`src/inc/lvcfg_pkg.sv`:
```
// Purpose: Shared constants for the output channel configuration bank.
// Assumes: APB with 32-bit data; each register index maps to byte address index*4.
// Notes:   Field positions and reset values live here only.

package lvcfg_pkg;

  localparam int ADDR_W = 12;
  localparam int LANES  = 5;

  // Register indices; byte address is the index times four.
  localparam logic [7:0] IDX_SWING_CM   = 8'h19;
  localparam logic [7:0] IDX_ORDER_TERM = 8'h1a;
  localparam logic [7:0] IDX_CM_TRIM    = 8'h1b;
  localparam logic [7:0] IDX_LEN_LO     = 8'h20;
  localparam logic [7:0] IDX_LEN_HI     = 8'h21;
  localparam logic [7:0] IDX_STATUS     = 8'h30;

  localparam logic [ADDR_W-1:0] ADDR_SWING_CM   = {2'h0, IDX_SWING_CM, 2'h0};
  localparam logic [ADDR_W-1:0] ADDR_ORDER_TERM = {2'h0, IDX_ORDER_TERM, 2'h0};
  localparam logic [ADDR_W-1:0] ADDR_CM_TRIM    = {2'h0, IDX_CM_TRIM, 2'h0};
  localparam logic [ADDR_W-1:0] ADDR_LEN_LO     = {2'h0, IDX_LEN_LO, 2'h0};
  localparam logic [ADDR_W-1:0] ADDR_LEN_HI     = {2'h0, IDX_LEN_HI, 2'h0};
  localparam logic [ADDR_W-1:0] ADDR_STATUS     = {2'h0, IDX_STATUS, 2'h0};

  // Field positions.
  localparam int POS_CM_SEL    = 6;
  localparam int POS_SWING     = 2;
  localparam int POS_FLIP      = 5;
  localparam int POS_TERM      = 1;
  localparam int POS_TRIM      = 4;
  localparam int POS_LEN_HI    = 0;
  localparam int POS_MISMATCH  = 0;
  localparam int POS_FLIP_STAT = 1;

  // Values after reset.
  localparam logic       RST_CM_SEL = 1'h0;
  localparam logic [1:0] RST_SWING  = 2'h1;
  localparam logic       RST_FLIP   = 1'h0;
  localparam logic       RST_TERM   = 1'h1;
  localparam logic [1:0] RST_TRIM   = 2'h0;
  localparam logic [7:0] RST_LEN_LO = 8'h00;
  localparam logic [3:0] RST_LEN_HI = 4'h0;

  // Trim code that the low common-mode setting expects.
  localparam logic [1:0] TRIM_FOR_LOW_CM = 2'h1;

  // Lane order when reversed: entry i is the source lane for output i.
  // Lane 4 is the clock lane.
  localparam logic [14:0] REV_SRC = {3'h1, 3'h0, 3'h2, 3'h4, 3'h3};

  typedef enum logic [2:0] {
    LVCFG_SEL_NONE   = 3'b000,
    LVCFG_SEL_SWING  = 3'b001,
    LVCFG_SEL_ORDER  = 3'b010,
    LVCFG_SEL_TRIM   = 3'b011,
    LVCFG_SEL_LEN_LO = 3'b100,
    LVCFG_SEL_LEN_HI = 3'b101,
    LVCFG_SEL_STATUS = 3'b110
  } lvcfg_sel_t;

endpackage : lvcfg_pkg

```
`src/hw/lvcfg_lane_remap.sv`:
```
// Purpose: Registered lane order switch for the output channel pins.
// Assumes: Lane inputs come from the serializer on core_clk.
// Notes:   Pos and neg of a lane always travel together.

`timescale 1ns/10ps
`default_nettype none

module lvcfg_lane_remap
  import lvcfg_pkg::*;
(
  input  wire logic             core_clk,
  input  wire logic             srst,
  input  wire logic             flip,
  input  wire logic [LANES-1:0] in_pos,
  input  wire logic [LANES-1:0] in_neg,
  output logic      [LANES-1:0] out_pos,
  output logic      [LANES-1:0] out_neg
);

  logic [LANES-1:0] next_out_pos;
  logic [LANES-1:0] next_out_neg;

  for (genvar i = 0; i < LANES; i++) begin : g_lane
    localparam int SRC = int'(REV_SRC[3*i +: 3]);
    assign next_out_pos[i] = flip ? in_pos[SRC] : in_pos[i];
    assign next_out_neg[i] = flip ? in_neg[SRC] : in_neg[i];
  end

  always_ff @(posedge core_clk) begin
    if (srst) begin
      out_pos <= '0;
      out_neg <= '0;
    end else begin
      out_pos <= next_out_pos;
      out_neg <= next_out_neg;
    end
  end

endmodule : lvcfg_lane_remap

`default_nettype wire

```
`src/hw/lvcfg_regs.sv`:
```
// Purpose: Configuration bank for the single output channel, on APB.
// Assumes: Zero wait states; read data is captured in the setup cycle.
// Notes:   Reserved bits are not stored, so they read as zero.

`timescale 1ns/10ps
`default_nettype none

// Function
// - Bit 6 of the swing register picks 1.2 V common mode when clear and 0.9 V when set.
// - Bits 3 to 2 of the swing register hold a four-code swing select that resets to 01.
// - Bit 5 of the order register reverses lane order; clear keeps the normal order.
// - Reversed order swaps data lane 0 with 3 and lane 1 with the clock, lane 2 stays.
// - Bit 1 of the order register picks 100 or 200 ohm termination and resets to 1.
// - Bits 5 to 4 of the trim register hold the common-mode trim code, reset 00.
// - The low length register holds line length bits 7 to 0, reset zero.
// - The low length register is the low eight bits of a twelve-bit pixel count.
// - Bits 3 to 0 of the next register give the upper four length bits.
module lvcfg_regs
  import lvcfg_pkg::*;
(
  input  wire logic              core_clk,
  input  wire logic              srst,
  input  wire logic              psel,
  input  wire logic              penable,
  input  wire logic              pwrite,
  input  wire logic [ADDR_W-1:0] paddr,
  input  wire logic [31:0]       pwdata,
  input  wire logic [3:0]        pstrb,
  output logic      [31:0]       prdata,
  output logic                   pready,
  output logic                   pslverr,
  input  wire logic [LANES-1:0]  ser_lane_pos,
  input  wire logic [LANES-1:0]  ser_lane_neg,
  output logic                   out_lane0_pos,
  output logic                   out_lane0_neg,
  output logic                   out_lane1_pos,
  output logic                   out_lane1_neg,
  output logic                   out_lane2_pos,
  output logic                   out_lane2_neg,
  output logic                   out_lane3_pos,
  output logic                   out_lane3_neg,
  output logic                   out_clock_pos,
  output logic                   out_clock_neg,
  output logic                   common_mode_select,
  output logic      [1:0]        diff_swing_select,
  output logic                   lane_order_flip,
  output logic                   near_end_termination_select,
  output logic      [1:0]        common_mode_trim,
  output logic      [11:0]       line_pixel_count,
  output logic                   common_mode_trim_mismatch
);

  logic [7:0]       line_pixel_count_lo;
  logic [3:0]       line_pixel_count_hi;
  logic             next_common_mode_select;
  logic [1:0]       next_diff_swing_select;
  logic             next_lane_order_flip;
  logic             next_near_end_termination_select;
  logic [1:0]       next_common_mode_trim;
  logic [7:0]       next_line_pixel_count_lo;
  logic [3:0]       next_line_pixel_count_hi;
  logic             next_common_mode_trim_mismatch;
  logic [31:0]      next_prdata;
  lvcfg_sel_t       sel;
  logic             setup_phase;
  logic             access_phase;
  logic             wr_en;
  logic [7:0]       wbyte;
  logic [31:0]      rd_value;
  logic [LANES-1:0] pin_pos;
  logic [LANES-1:0] pin_neg;

  // Address decode.
  always_comb begin
    if (paddr == ADDR_SWING_CM) begin
      sel = LVCFG_SEL_SWING;
    end else if (paddr == ADDR_ORDER_TERM) begin
      sel = LVCFG_SEL_ORDER;
    end else if (paddr == ADDR_CM_TRIM) begin
      sel = LVCFG_SEL_TRIM;
    end else if (paddr == ADDR_LEN_LO) begin
      sel = LVCFG_SEL_LEN_LO;
    end else if (paddr == ADDR_LEN_HI) begin
      sel = LVCFG_SEL_LEN_HI;
    end else if (paddr == ADDR_STATUS) begin
      sel = LVCFG_SEL_STATUS;
    end else begin
      sel = LVCFG_SEL_NONE;
    end
  end

  // Every access completes in its first access cycle.
  assign pready       = 1'b1;
  assign setup_phase  = psel && !penable;
  assign access_phase = psel && penable;
  assign pslverr      = access_phase && (sel == LVCFG_SEL_NONE);

  // Only byte lane 0 carries register bits; a write without it changes nothing.
  assign wr_en = access_phase && pwrite && pstrb[0];
  assign wbyte = pwdata[7:0];

  // Read value; unstored bit positions come back as zero.
  always_comb begin
    rd_value = 32'h0000_0000;
    case (sel)
      LVCFG_SEL_SWING: begin
        rd_value[POS_CM_SEL]       = common_mode_select;
        rd_value[POS_SWING +: 2]   = diff_swing_select;
      end
      LVCFG_SEL_ORDER: begin
        rd_value[POS_FLIP]         = lane_order_flip;
        rd_value[POS_TERM]         = near_end_termination_select;
      end
      LVCFG_SEL_TRIM: begin
        rd_value[POS_TRIM +: 2]    = common_mode_trim;
      end
      LVCFG_SEL_LEN_LO: begin
        rd_value[7:0]              = line_pixel_count_lo;
      end
      LVCFG_SEL_LEN_HI: begin
        rd_value[POS_LEN_HI +: 4]  = line_pixel_count_hi;
      end
      LVCFG_SEL_STATUS: begin
        rd_value[POS_MISMATCH]     = common_mode_trim_mismatch;
        rd_value[POS_FLIP_STAT]    = lane_order_flip;
      end
      default: begin
        rd_value = 32'h0000_0000;
      end
    endcase
  end

  // Next register values.
  always_comb begin
    next_common_mode_select          = common_mode_select;
    next_diff_swing_select           = diff_swing_select;
    next_lane_order_flip             = lane_order_flip;
    next_near_end_termination_select = near_end_termination_select;
    next_common_mode_trim            = common_mode_trim;
    next_line_pixel_count_lo         = line_pixel_count_lo;
    next_line_pixel_count_hi         = line_pixel_count_hi;
    if (wr_en) begin
      case (sel)
        LVCFG_SEL_SWING: begin
          next_common_mode_select = wbyte[POS_CM_SEL];
          next_diff_swing_select  = wbyte[POS_SWING +: 2];
        end
        LVCFG_SEL_ORDER: begin
          next_lane_order_flip             = wbyte[POS_FLIP];
          next_near_end_termination_select = wbyte[POS_TERM];
        end
        LVCFG_SEL_TRIM: begin
          next_common_mode_trim = wbyte[POS_TRIM +: 2];
        end
        LVCFG_SEL_LEN_LO: begin
          next_line_pixel_count_lo = wbyte;
        end
        LVCFG_SEL_LEN_HI: begin
          next_line_pixel_count_hi = wbyte[POS_LEN_HI +: 4];
        end
        default: begin
          next_line_pixel_count_hi = line_pixel_count_hi;
        end
      endcase
    end
    // Flags a low common mode whose trim is not the code that setting
    // expects; software may get this wrong, so the state is made visible.
    next_common_mode_trim_mismatch =
      next_common_mode_select && (next_common_mode_trim != TRIM_FOR_LOW_CM);
    // Capturing in setup keeps prdata on a flop yet valid in the access cycle.
    next_prdata = setup_phase ? rd_value : prdata;
  end

  always_ff @(posedge core_clk) begin
    if (srst) begin
      common_mode_select          <= RST_CM_SEL;
      diff_swing_select           <= RST_SWING;
      lane_order_flip             <= RST_FLIP;
      near_end_termination_select <= RST_TERM;
      common_mode_trim            <= RST_TRIM;
      line_pixel_count_lo         <= RST_LEN_LO;
      line_pixel_count_hi         <= RST_LEN_HI;
      common_mode_trim_mismatch   <= 1'b0;
      prdata                      <= 32'h0000_0000;
    end else begin
      common_mode_select          <= next_common_mode_select;
      diff_swing_select           <= next_diff_swing_select;
      lane_order_flip             <= next_lane_order_flip;
      near_end_termination_select <= next_near_end_termination_select;
      common_mode_trim            <= next_common_mode_trim;
      line_pixel_count_lo         <= next_line_pixel_count_lo;
      line_pixel_count_hi         <= next_line_pixel_count_hi;
      common_mode_trim_mismatch   <= next_common_mode_trim_mismatch;
      prdata                      <= next_prdata;
    end
  end

  // The two halves only ever form one twelve-bit count.
  assign line_pixel_count = {line_pixel_count_hi, line_pixel_count_lo};

  // The switch is a flop stage, so a change of order lands on all lanes
  // in the same cycle and never shows a half-swapped set of pins.
  lvcfg_lane_remap u_remap (
    .core_clk (core_clk),
    .srst     (srst),
    .flip     (lane_order_flip),
    .in_pos   (ser_lane_pos),
    .in_neg   (ser_lane_neg),
    .out_pos  (pin_pos),
    .out_neg  (pin_neg)
  );

  assign out_lane0_pos = pin_pos[0];
  assign out_lane0_neg = pin_neg[0];
  assign out_lane1_pos = pin_pos[1];
  assign out_lane1_neg = pin_neg[1];
  assign out_lane2_pos = pin_pos[2];
  assign out_lane2_neg = pin_neg[2];
  assign out_lane3_pos = pin_pos[3];
  assign out_lane3_neg = pin_neg[3];
  assign out_clock_pos = pin_pos[4];
  assign out_clock_neg = pin_neg[4];

endmodule : lvcfg_regs

`default_nettype wire

```
`config.mk`:
```
export PLATFORM = sky130hd
export DESIGN_NAME = lvcfg_regs
export DESIGN_NICKNAME = d
export VERILOG_FILES = /design/src/inc/lvcfg_pkg.sv /design/src/hw/lvcfg_lane_remap.sv /design/src/hw/lvcfg_regs.sv
export SDC_FILE = /design/constraint.sdc
export NUM_CORES = 1
export LEC_CHECK = 0
export BUFFER_PORTS_ARGS = -buffer_cell sky130_fd_sc_hd__buf_2
export CORE_UTILIZATION = 38
export DETAILED_ROUTE_END_ITERATION = 8
export PLACE_DENSITY = 0.77
export SLEW_MARGIN = 20
export SYNTH_ARGS = -nofsm -noshare
export SYNTH_HDL_FRONTEND = slang
export SYNTH_SLANG_ARGS = --single-unit
```
`constraint.sdc`:
```
create_clock -name core_clk -period 1.7 [get_ports core_clk]
set_input_delay 0.255 -clock core_clk [delete_from_list [all_inputs] [get_ports core_clk]]
set_output_delay 0.255 -clock core_clk [all_outputs]
set_load 0.03 [all_outputs]
```
# ---- Yosys cells after proc, flatten, opt, wreduce, memory -nomap -nowiden
# Cells that the tools add are included.
dict set report word_totals {
  register_bits 38
  in_bits 63
  out_inout_bits 64
  elab_cells 61
}
dict set report classes {
  eq_ne 13
  mux 25
  n_reduce_logical 12
}
# op count
set op_table {}
lappend op_table {{12-bit by 7-bit equality test with 1-bit output (second input constant)} 3}
lappend op_table {{12-bit by 8-bit equality test with 1-bit output (second input constant)} 3}
lappend op_table {{3-bit 2-to-1 mux} 6}
lappend op_table {{1-bit 2-to-1 mux} 11}
lappend op_table {{3-bit equality test (second input constant)} 3}
lappend op_table {{2-bit AND reduction} 4}
lappend op_table {{3-bit by 2-bit equality test with 1-bit output (second input constant)} 2}
lappend op_table {{1-bit logical AND} 6}
lappend op_table {{1-bit one-hot mux with 3 select lines} 2}
lappend op_table {{2-bit one-hot mux with 3 select lines} 1}
lappend op_table {{2-bit 2-to-1 mux} 2}
lappend op_table {{1-bit one-hot mux with 2 select lines} 2}
lappend op_table {{1-bit one-hot mux with 4 select lines} 1}
lappend op_table {{3-bit by 1-bit equality test with 1-bit output (second input constant)} 1}
lappend op_table {{3-bit logical NOT} 1}
lappend op_table {{2-bit by 1-bit inequality test with 1-bit output (second input constant)} 1}
lappend op_table {{1-bit logical NOT} 1}

# ---- Depth between registers and ports, before layout
dict set report depth {
  word_depth 12
  ltp_mapped 7
  depth_no_buf 5
}

# ---- Cells and area by module
# A second synthesis with hierarchy kept.
dict set report unflattened {
  cells_unflattened 226
  area_unflattened_um2 1969.4
}
# module n_inst cells_each area_per_inst_um2 seq_area_each_um2
set by_module_without_submodules {}
lappend by_module_without_submodules {lvcfg_regs 1 196 1630.3 560.5}
lappend by_module_without_submodules {lvcfg_lane_remap 1 30 339.1 200.2}

# ---- Worst setup path before layout
# Ideal clock, no wire load.
dict set report synth_path {
  kind {input to register}
  startpoint {input paddr[1]}
  endpoint {register line_pixel_count_lo[7]}
  setup_time_ps 128
  arrival_ps 1457
  required_ps 1572
  slack_ps 115
  cell_stages 6
  n_path_buf 1
  cell_sequence {nor4_4 > nand4_2 > or3_1 > buf_6 > mux2i_1 > nor2_1}
}
dict set report synth_between {
  elab_chain_len 9
  elab_cells_between_ends 14
  classes_between {eq/ne: 7; mux: 6; reduce/logical: 1}
}
# item line_no
set synth_lines {}
lappend synth_lines {{start: declaration} lvcfg_regs.sv:26} ;# input wire logic [ADDR_W-1:0] paddr,
lappend synth_lines {{12-bit by 8-bit equality test with 1-bit output} lvcfg_regs.sv:85} ;# end else if (paddr == ADDR_STATUS) begin
lappend synth_lines {{3-bit 2-to-1 mux} lvcfg_regs.sv:85}
lappend synth_lines {{3-bit 2-to-1 mux} lvcfg_regs.sv:83} ;# end else if (paddr == ADDR_LEN_HI) begin
lappend synth_lines {{3-bit 2-to-1 mux} lvcfg_regs.sv:81} ;# end else if (paddr == ADDR_LEN_LO) begin
lappend synth_lines {{3-bit 2-to-1 mux} lvcfg_regs.sv:79} ;# end else if (paddr == ADDR_CM_TRIM) begin
lappend synth_lines {{3-bit 2-to-1 mux} lvcfg_regs.sv:77} ;# end else if (paddr == ADDR_ORDER_TERM) begin
lappend synth_lines {{3-bit 2-to-1 mux *} lvcfg_regs.sv:75} ;# if (paddr == ADDR_SWING_CM) begin
lappend synth_lines {{3-bit equality test *} lvcfg_regs.sv:143} ;# case (sel)
lappend synth_lines {{2-bit AND reduction (no line) *} n/a}
lappend synth_lines {{end signal: assignment} lvcfg_regs.sv:191} ;# line_pixel_count_lo <= next_line_pixel_count_lo;
lappend synth_lines {{end: declaration} lvcfg_regs.sv:53} ;# logic [7:0] line_pixel_count_lo;
# Every way passes the cells marked *; elsewhere a longest branch is shown, timed or not.
# A chain may end at the register's enable or synchronous reset.

# ---- Final worst setup path
dict set report layout_path {
  startpoint {input paddr[1]}
  endpoint {register common_mode_trim_mismatch}
}
dict set report layout_between {
  elab_chain_len 12
  elab_cells_between_ends 20
  classes_between {eq/ne: 9; mux: 10; reduce/logical: 1}
}
# item line_no
set layout_lines {}
lappend layout_lines {{12-bit by 8-bit equality test with 1-bit output} lvcfg_regs.sv:85}
lappend layout_lines {{3-bit 2-to-1 mux} lvcfg_regs.sv:85}
lappend layout_lines {{3-bit 2-to-1 mux} lvcfg_regs.sv:83}
lappend layout_lines {{3-bit 2-to-1 mux} lvcfg_regs.sv:81}
lappend layout_lines {{3-bit 2-to-1 mux} lvcfg_regs.sv:79}
lappend layout_lines {{3-bit 2-to-1 mux} lvcfg_regs.sv:77}
lappend layout_lines {{3-bit 2-to-1 mux *} lvcfg_regs.sv:75}
lappend layout_lines {{3-bit by 2-bit equality test with 1-bit output} lvcfg_regs.sv:143}
lappend layout_lines {{2-bit 2-to-1 mux} lvcfg_regs.sv:143}
lappend layout_lines {{2-bit 2-to-1 mux} lvcfg_regs.sv:142} ;# if (wr_en) begin
lappend layout_lines {{2-bit by 1-bit inequality test with 1-bit output} lvcfg_regs.sv:169} ;# next_common_mode_select && (next_common_mode_trim != TRIM_FOR_LOW_CM);
lappend layout_lines {{1-bit logical AND *} lvcfg_regs.sv:169}
lappend layout_lines {{end signal: assignment} lvcfg_regs.sv:193} ;# common_mode_trim_mismatch <= next_common_mode_trim_mismatch;
lappend layout_lines {{end: declaration} lvcfg_regs.sv:50} ;# output logic common_mode_trim_mismatch
# Marks and branches as above.

==> results.cfg <==
[logic_synthesis]
ys_seq_elements = 38
yosysWarningCount = 0
yosysSeqAreaShare = 0.397
syn_inst = 208
netlist_area_um2 = 1910
synth_area_per_cell_um2 = 9.20
synth.distinct_cells = 42

[worst_setup_path]
endpoint = common_mode_trim_mismatch$_SDFF_PP0_
reg2reg_slack_ns = 0.58
worstSetupStartpointType = input port
worst_ep_required_time_ns = 1.85
rr_endpoint = prdata[1]$_SDFFE_PP0P_
crit_fanout = 4
arrival_ns = 1.76
reg2reg_depth = 4
end_kind = flop
r2r_start = line_pixel_count_hi[1]$_SDFFE_PP0P_
crit_path_start = paddr[1]
critPathKind = in -> reg

[routing]
drt-initial-drc-count = 56
ant_nets = 0
route.detailed.drc = 0
dr.pass1.iters = 4
avgRoutedWirePerCell_um = 12.3
viasPerCell = 4.72
vias = 1721
wirelength_mm = 4.49

[sta]
timing.setup.tns_ns = 0
setup_viol = 0
slew_headroom = 0.543
tightest_slew_ns = 0.685
setup_slack_ns = 0.0833
drv_slew = 0
finalClockSkew_ns = 0.00570
max_freq_ghz = 0.619
final-hold-violation-count = 0
period_needed_ns = 1.62
rsz0062_at_grt = no
fin_crit_sh = 0.951

[pwr]
p_int_uw = 1320
leakagePower_uw = 0.00122
p_sw_uw = 514
p_sw_frac = 0.280
clkPwrFrac = 0.343
cellPowerDensity_nw_per_um2 = 743
pwr-share-comb = 0.158
peakVddDrop_mv = 0.469
sequentialPowerShare = 0.499

[place]
io_buffers = 74
dp_hpwl_mm = 3.48
place_area_um2 = 2360
place_ws_ns = -0.170
gp_congestion = 0.835

[grt]
grt_first_pass_wirelength_mm = 7.09
grt_pass1_vias = 1523
grt_max_degree = 39
track_usage = 0.176
grt_overflow = 0
antenna_found_initial = 0

[clocking]
clkTransAtPathRegs_ns = 0.07
htreeDepth = 2
cts.path.max_buffers = 2
clkLatencyLatePin_ns = 0.29
cts_root_buf = clkbuf_8
cts_buffers = 5
clock-sinks = 38
cts_tree = yes
cts_hold_buf = 0

[floorplan]
fp.coreArea_um2 = 4790
core.rowCount = 25
die-area_um2 = 5330
initial_core_util = 0.400
die_w_um = 73.0
ios = 127
dieHeight_um = 73.0

[status]
status = complete, no violations

[layout]
final_util = 0.515
nNetsFinal = 360
layout_commonest_cell = buf_2
area_delta_synth_final_pct = 28.8
antenna_cells = 0
fillers = 484
final_cell_mix = 73 x buf_2, 38 x dfxtp_1, 37 x nor2_1
layout-drive-gt1-share = 0.383
design_area_um2 = 2470

[job]
cap_violations = 0

[worst_hold_path]
min_path_type = in -> reg
==> cell usage after synthesis (all sizes together) <==
cell type / instances / area [um^2]
a211o: 2 / 18.8
a211oi: 1 / 7.51
a21oi: 5 / 25.0
a221oi: 1 / 8.76
a22o: 2 / 17.5
a311o: 1 / 10.0
a31oi: 1 / 6.26
a32oi: 1 / 8.76
and3b: 2 / 17.5
and4b: 1 / 10.0
buf: 28 / 215
clkbuf: 6 / 22.5
conb: 2 / 7.51
dfxtp: 38 / 761
inv: 6 / 22.5
mux2i: 27 / 270
nand2: 7 / 28.8
nand2b: 1 / 6.26
nand3: 3 / 15.0
nand4: 5 / 37.5
nor2: 38 / 145
nor2b: 5 / 31.3
nor3: 6 / 41.3
nor3b: 2 / 26.3
nor4: 3 / 55.1
o211a: 1 / 10.0
o21ai: 4 / 20.0
o221ai: 2 / 17.5
o41ai: 1 / 8.76
or2: 2 / 12.5
or3: 2 / 12.5
or3b: 1 / 8.76
xor2: 1 / 8.76
==> repair_timing <==
action / 4_1_cts / 5_1_grt
pin swaps: 1 / 2
endpoints found under the setup margin: 1 / 4
endpoints found under the hold margin: 0 / 0
buffers inserted: 1 / 0
resized for setup: 2 / 2
==> through the flow <==
step           hold WS (ns)  total power (uW)  instances
5_1_grt               0.174              1910        365
2_1_floorplan         0.377              1170        231
3_5_place_dp          0.456              1220        357
6_report              0.169              1830        365
4_1_cts               0.164              1850        366
3_3_place_gp          0.442              1220        357
==> critical path: stages <==
cell and delay (ns):
buf_2 0.12, nor4_4 0.30, buf_4 0.18, nand4_1 0.22
nor2_2 0.30, mux2i_2 0.31, nor4_2 0.08
==> final cells by class <==
class / count / area (um^2) / area share
timing repair buffer: 93 / 519 / 0.211
clock buffer: 7 / 86.3 / 0.0350
tap: 67 / 83.8 / 0.0340
inverter: 6 / 22.5 / 0.00913
multi-input combinational: 153 / 988 / 0.401
sequential: 38 / 761 / 0.308
clock inverter: 1 / 5.00 / 0.00203
==> worst min path at each step <==
stage | from | endpoint | cells past startpoint
after floorplan | pwdata[2] | diff_swing_select[0]$_SDFFE_PP1P_ | 1
after global placement | prdata[1]$_SDFFE_PP0P_ | prdata[1]$_SDFFE_PP0P_ | 2
after detailed placement | prdata[1]$_SDFFE_PP0P_ | prdata[1]$_SDFFE_PP0P_ | 2
after CTS | ser_lane_pos[2] | u_remap.out_pos[2]$_SDFF_PP0_ | 2
after global routing | ser_lane_pos[2] | u_remap.out_pos[2]$_SDFF_PP0_ | 2
final | ser_lane_pos[2] | u_remap.out_pos[2]$_SDFF_PP0_ | 2
==> cells by family (layout without fill, tap and decap cells) <==
| logic type | after synthesis | after routing | share of synthesized area |
|---|---|---|---|
| AO/OA/AOI/OAI | 22 | 22 | 0.0830 |
| XOR/XNOR | 1 | 1 | 0.00458 |
| buffers and inverters | 40 | 107 | 0.136 |
| flip-flops | 38 | 38 | 0.397 |
| multiplexers | 27 | 27 | 0.141 |
| other | 2 | 25 | 0.00392 |
| AND/OR/NAND/NOR | 78 | 78 | 0.234 |
==> routing by layer <==
layer | vias up | part of all wire | global-route usage
li1 | 846 | - | -
met1 | 808 | 0.44 | 0.226
met2 | 61 | 0.48 | 0.289
met3 | 6 | 0.066 | 0.0456
met4 | 0 | 0.013 | 0.0588
met5 | - | 0 | 0
==> state kept, by name, summed over array words and instances (netlist names) <==
| signal | count |
|---|---|
| near_end_termination_select | 1 |
| u_remap.out_neg | 5 |
| common_mode_trim_mismatch | 1 |
| prdata | 8 |
| u_remap.out_pos | 5 |
| common_mode_select | 1 |
| line_pixel_count_hi | 4 |
| lane_order_flip | 1 |
| common_mode_trim | 2 |
| diff_swing_select | 2 |
| line_pixel_count_lo | 8 |
==> power groups by stage <==
stage	logic [uW]	clock network [uW]	registers (uW)
floorplan	194	0	975
global placement	283	0	935
detailed placement	287	0	935
CTS	291	643	914
global route	315	679	916
finish	290	629	914
(Power assumes the default switching activity.)
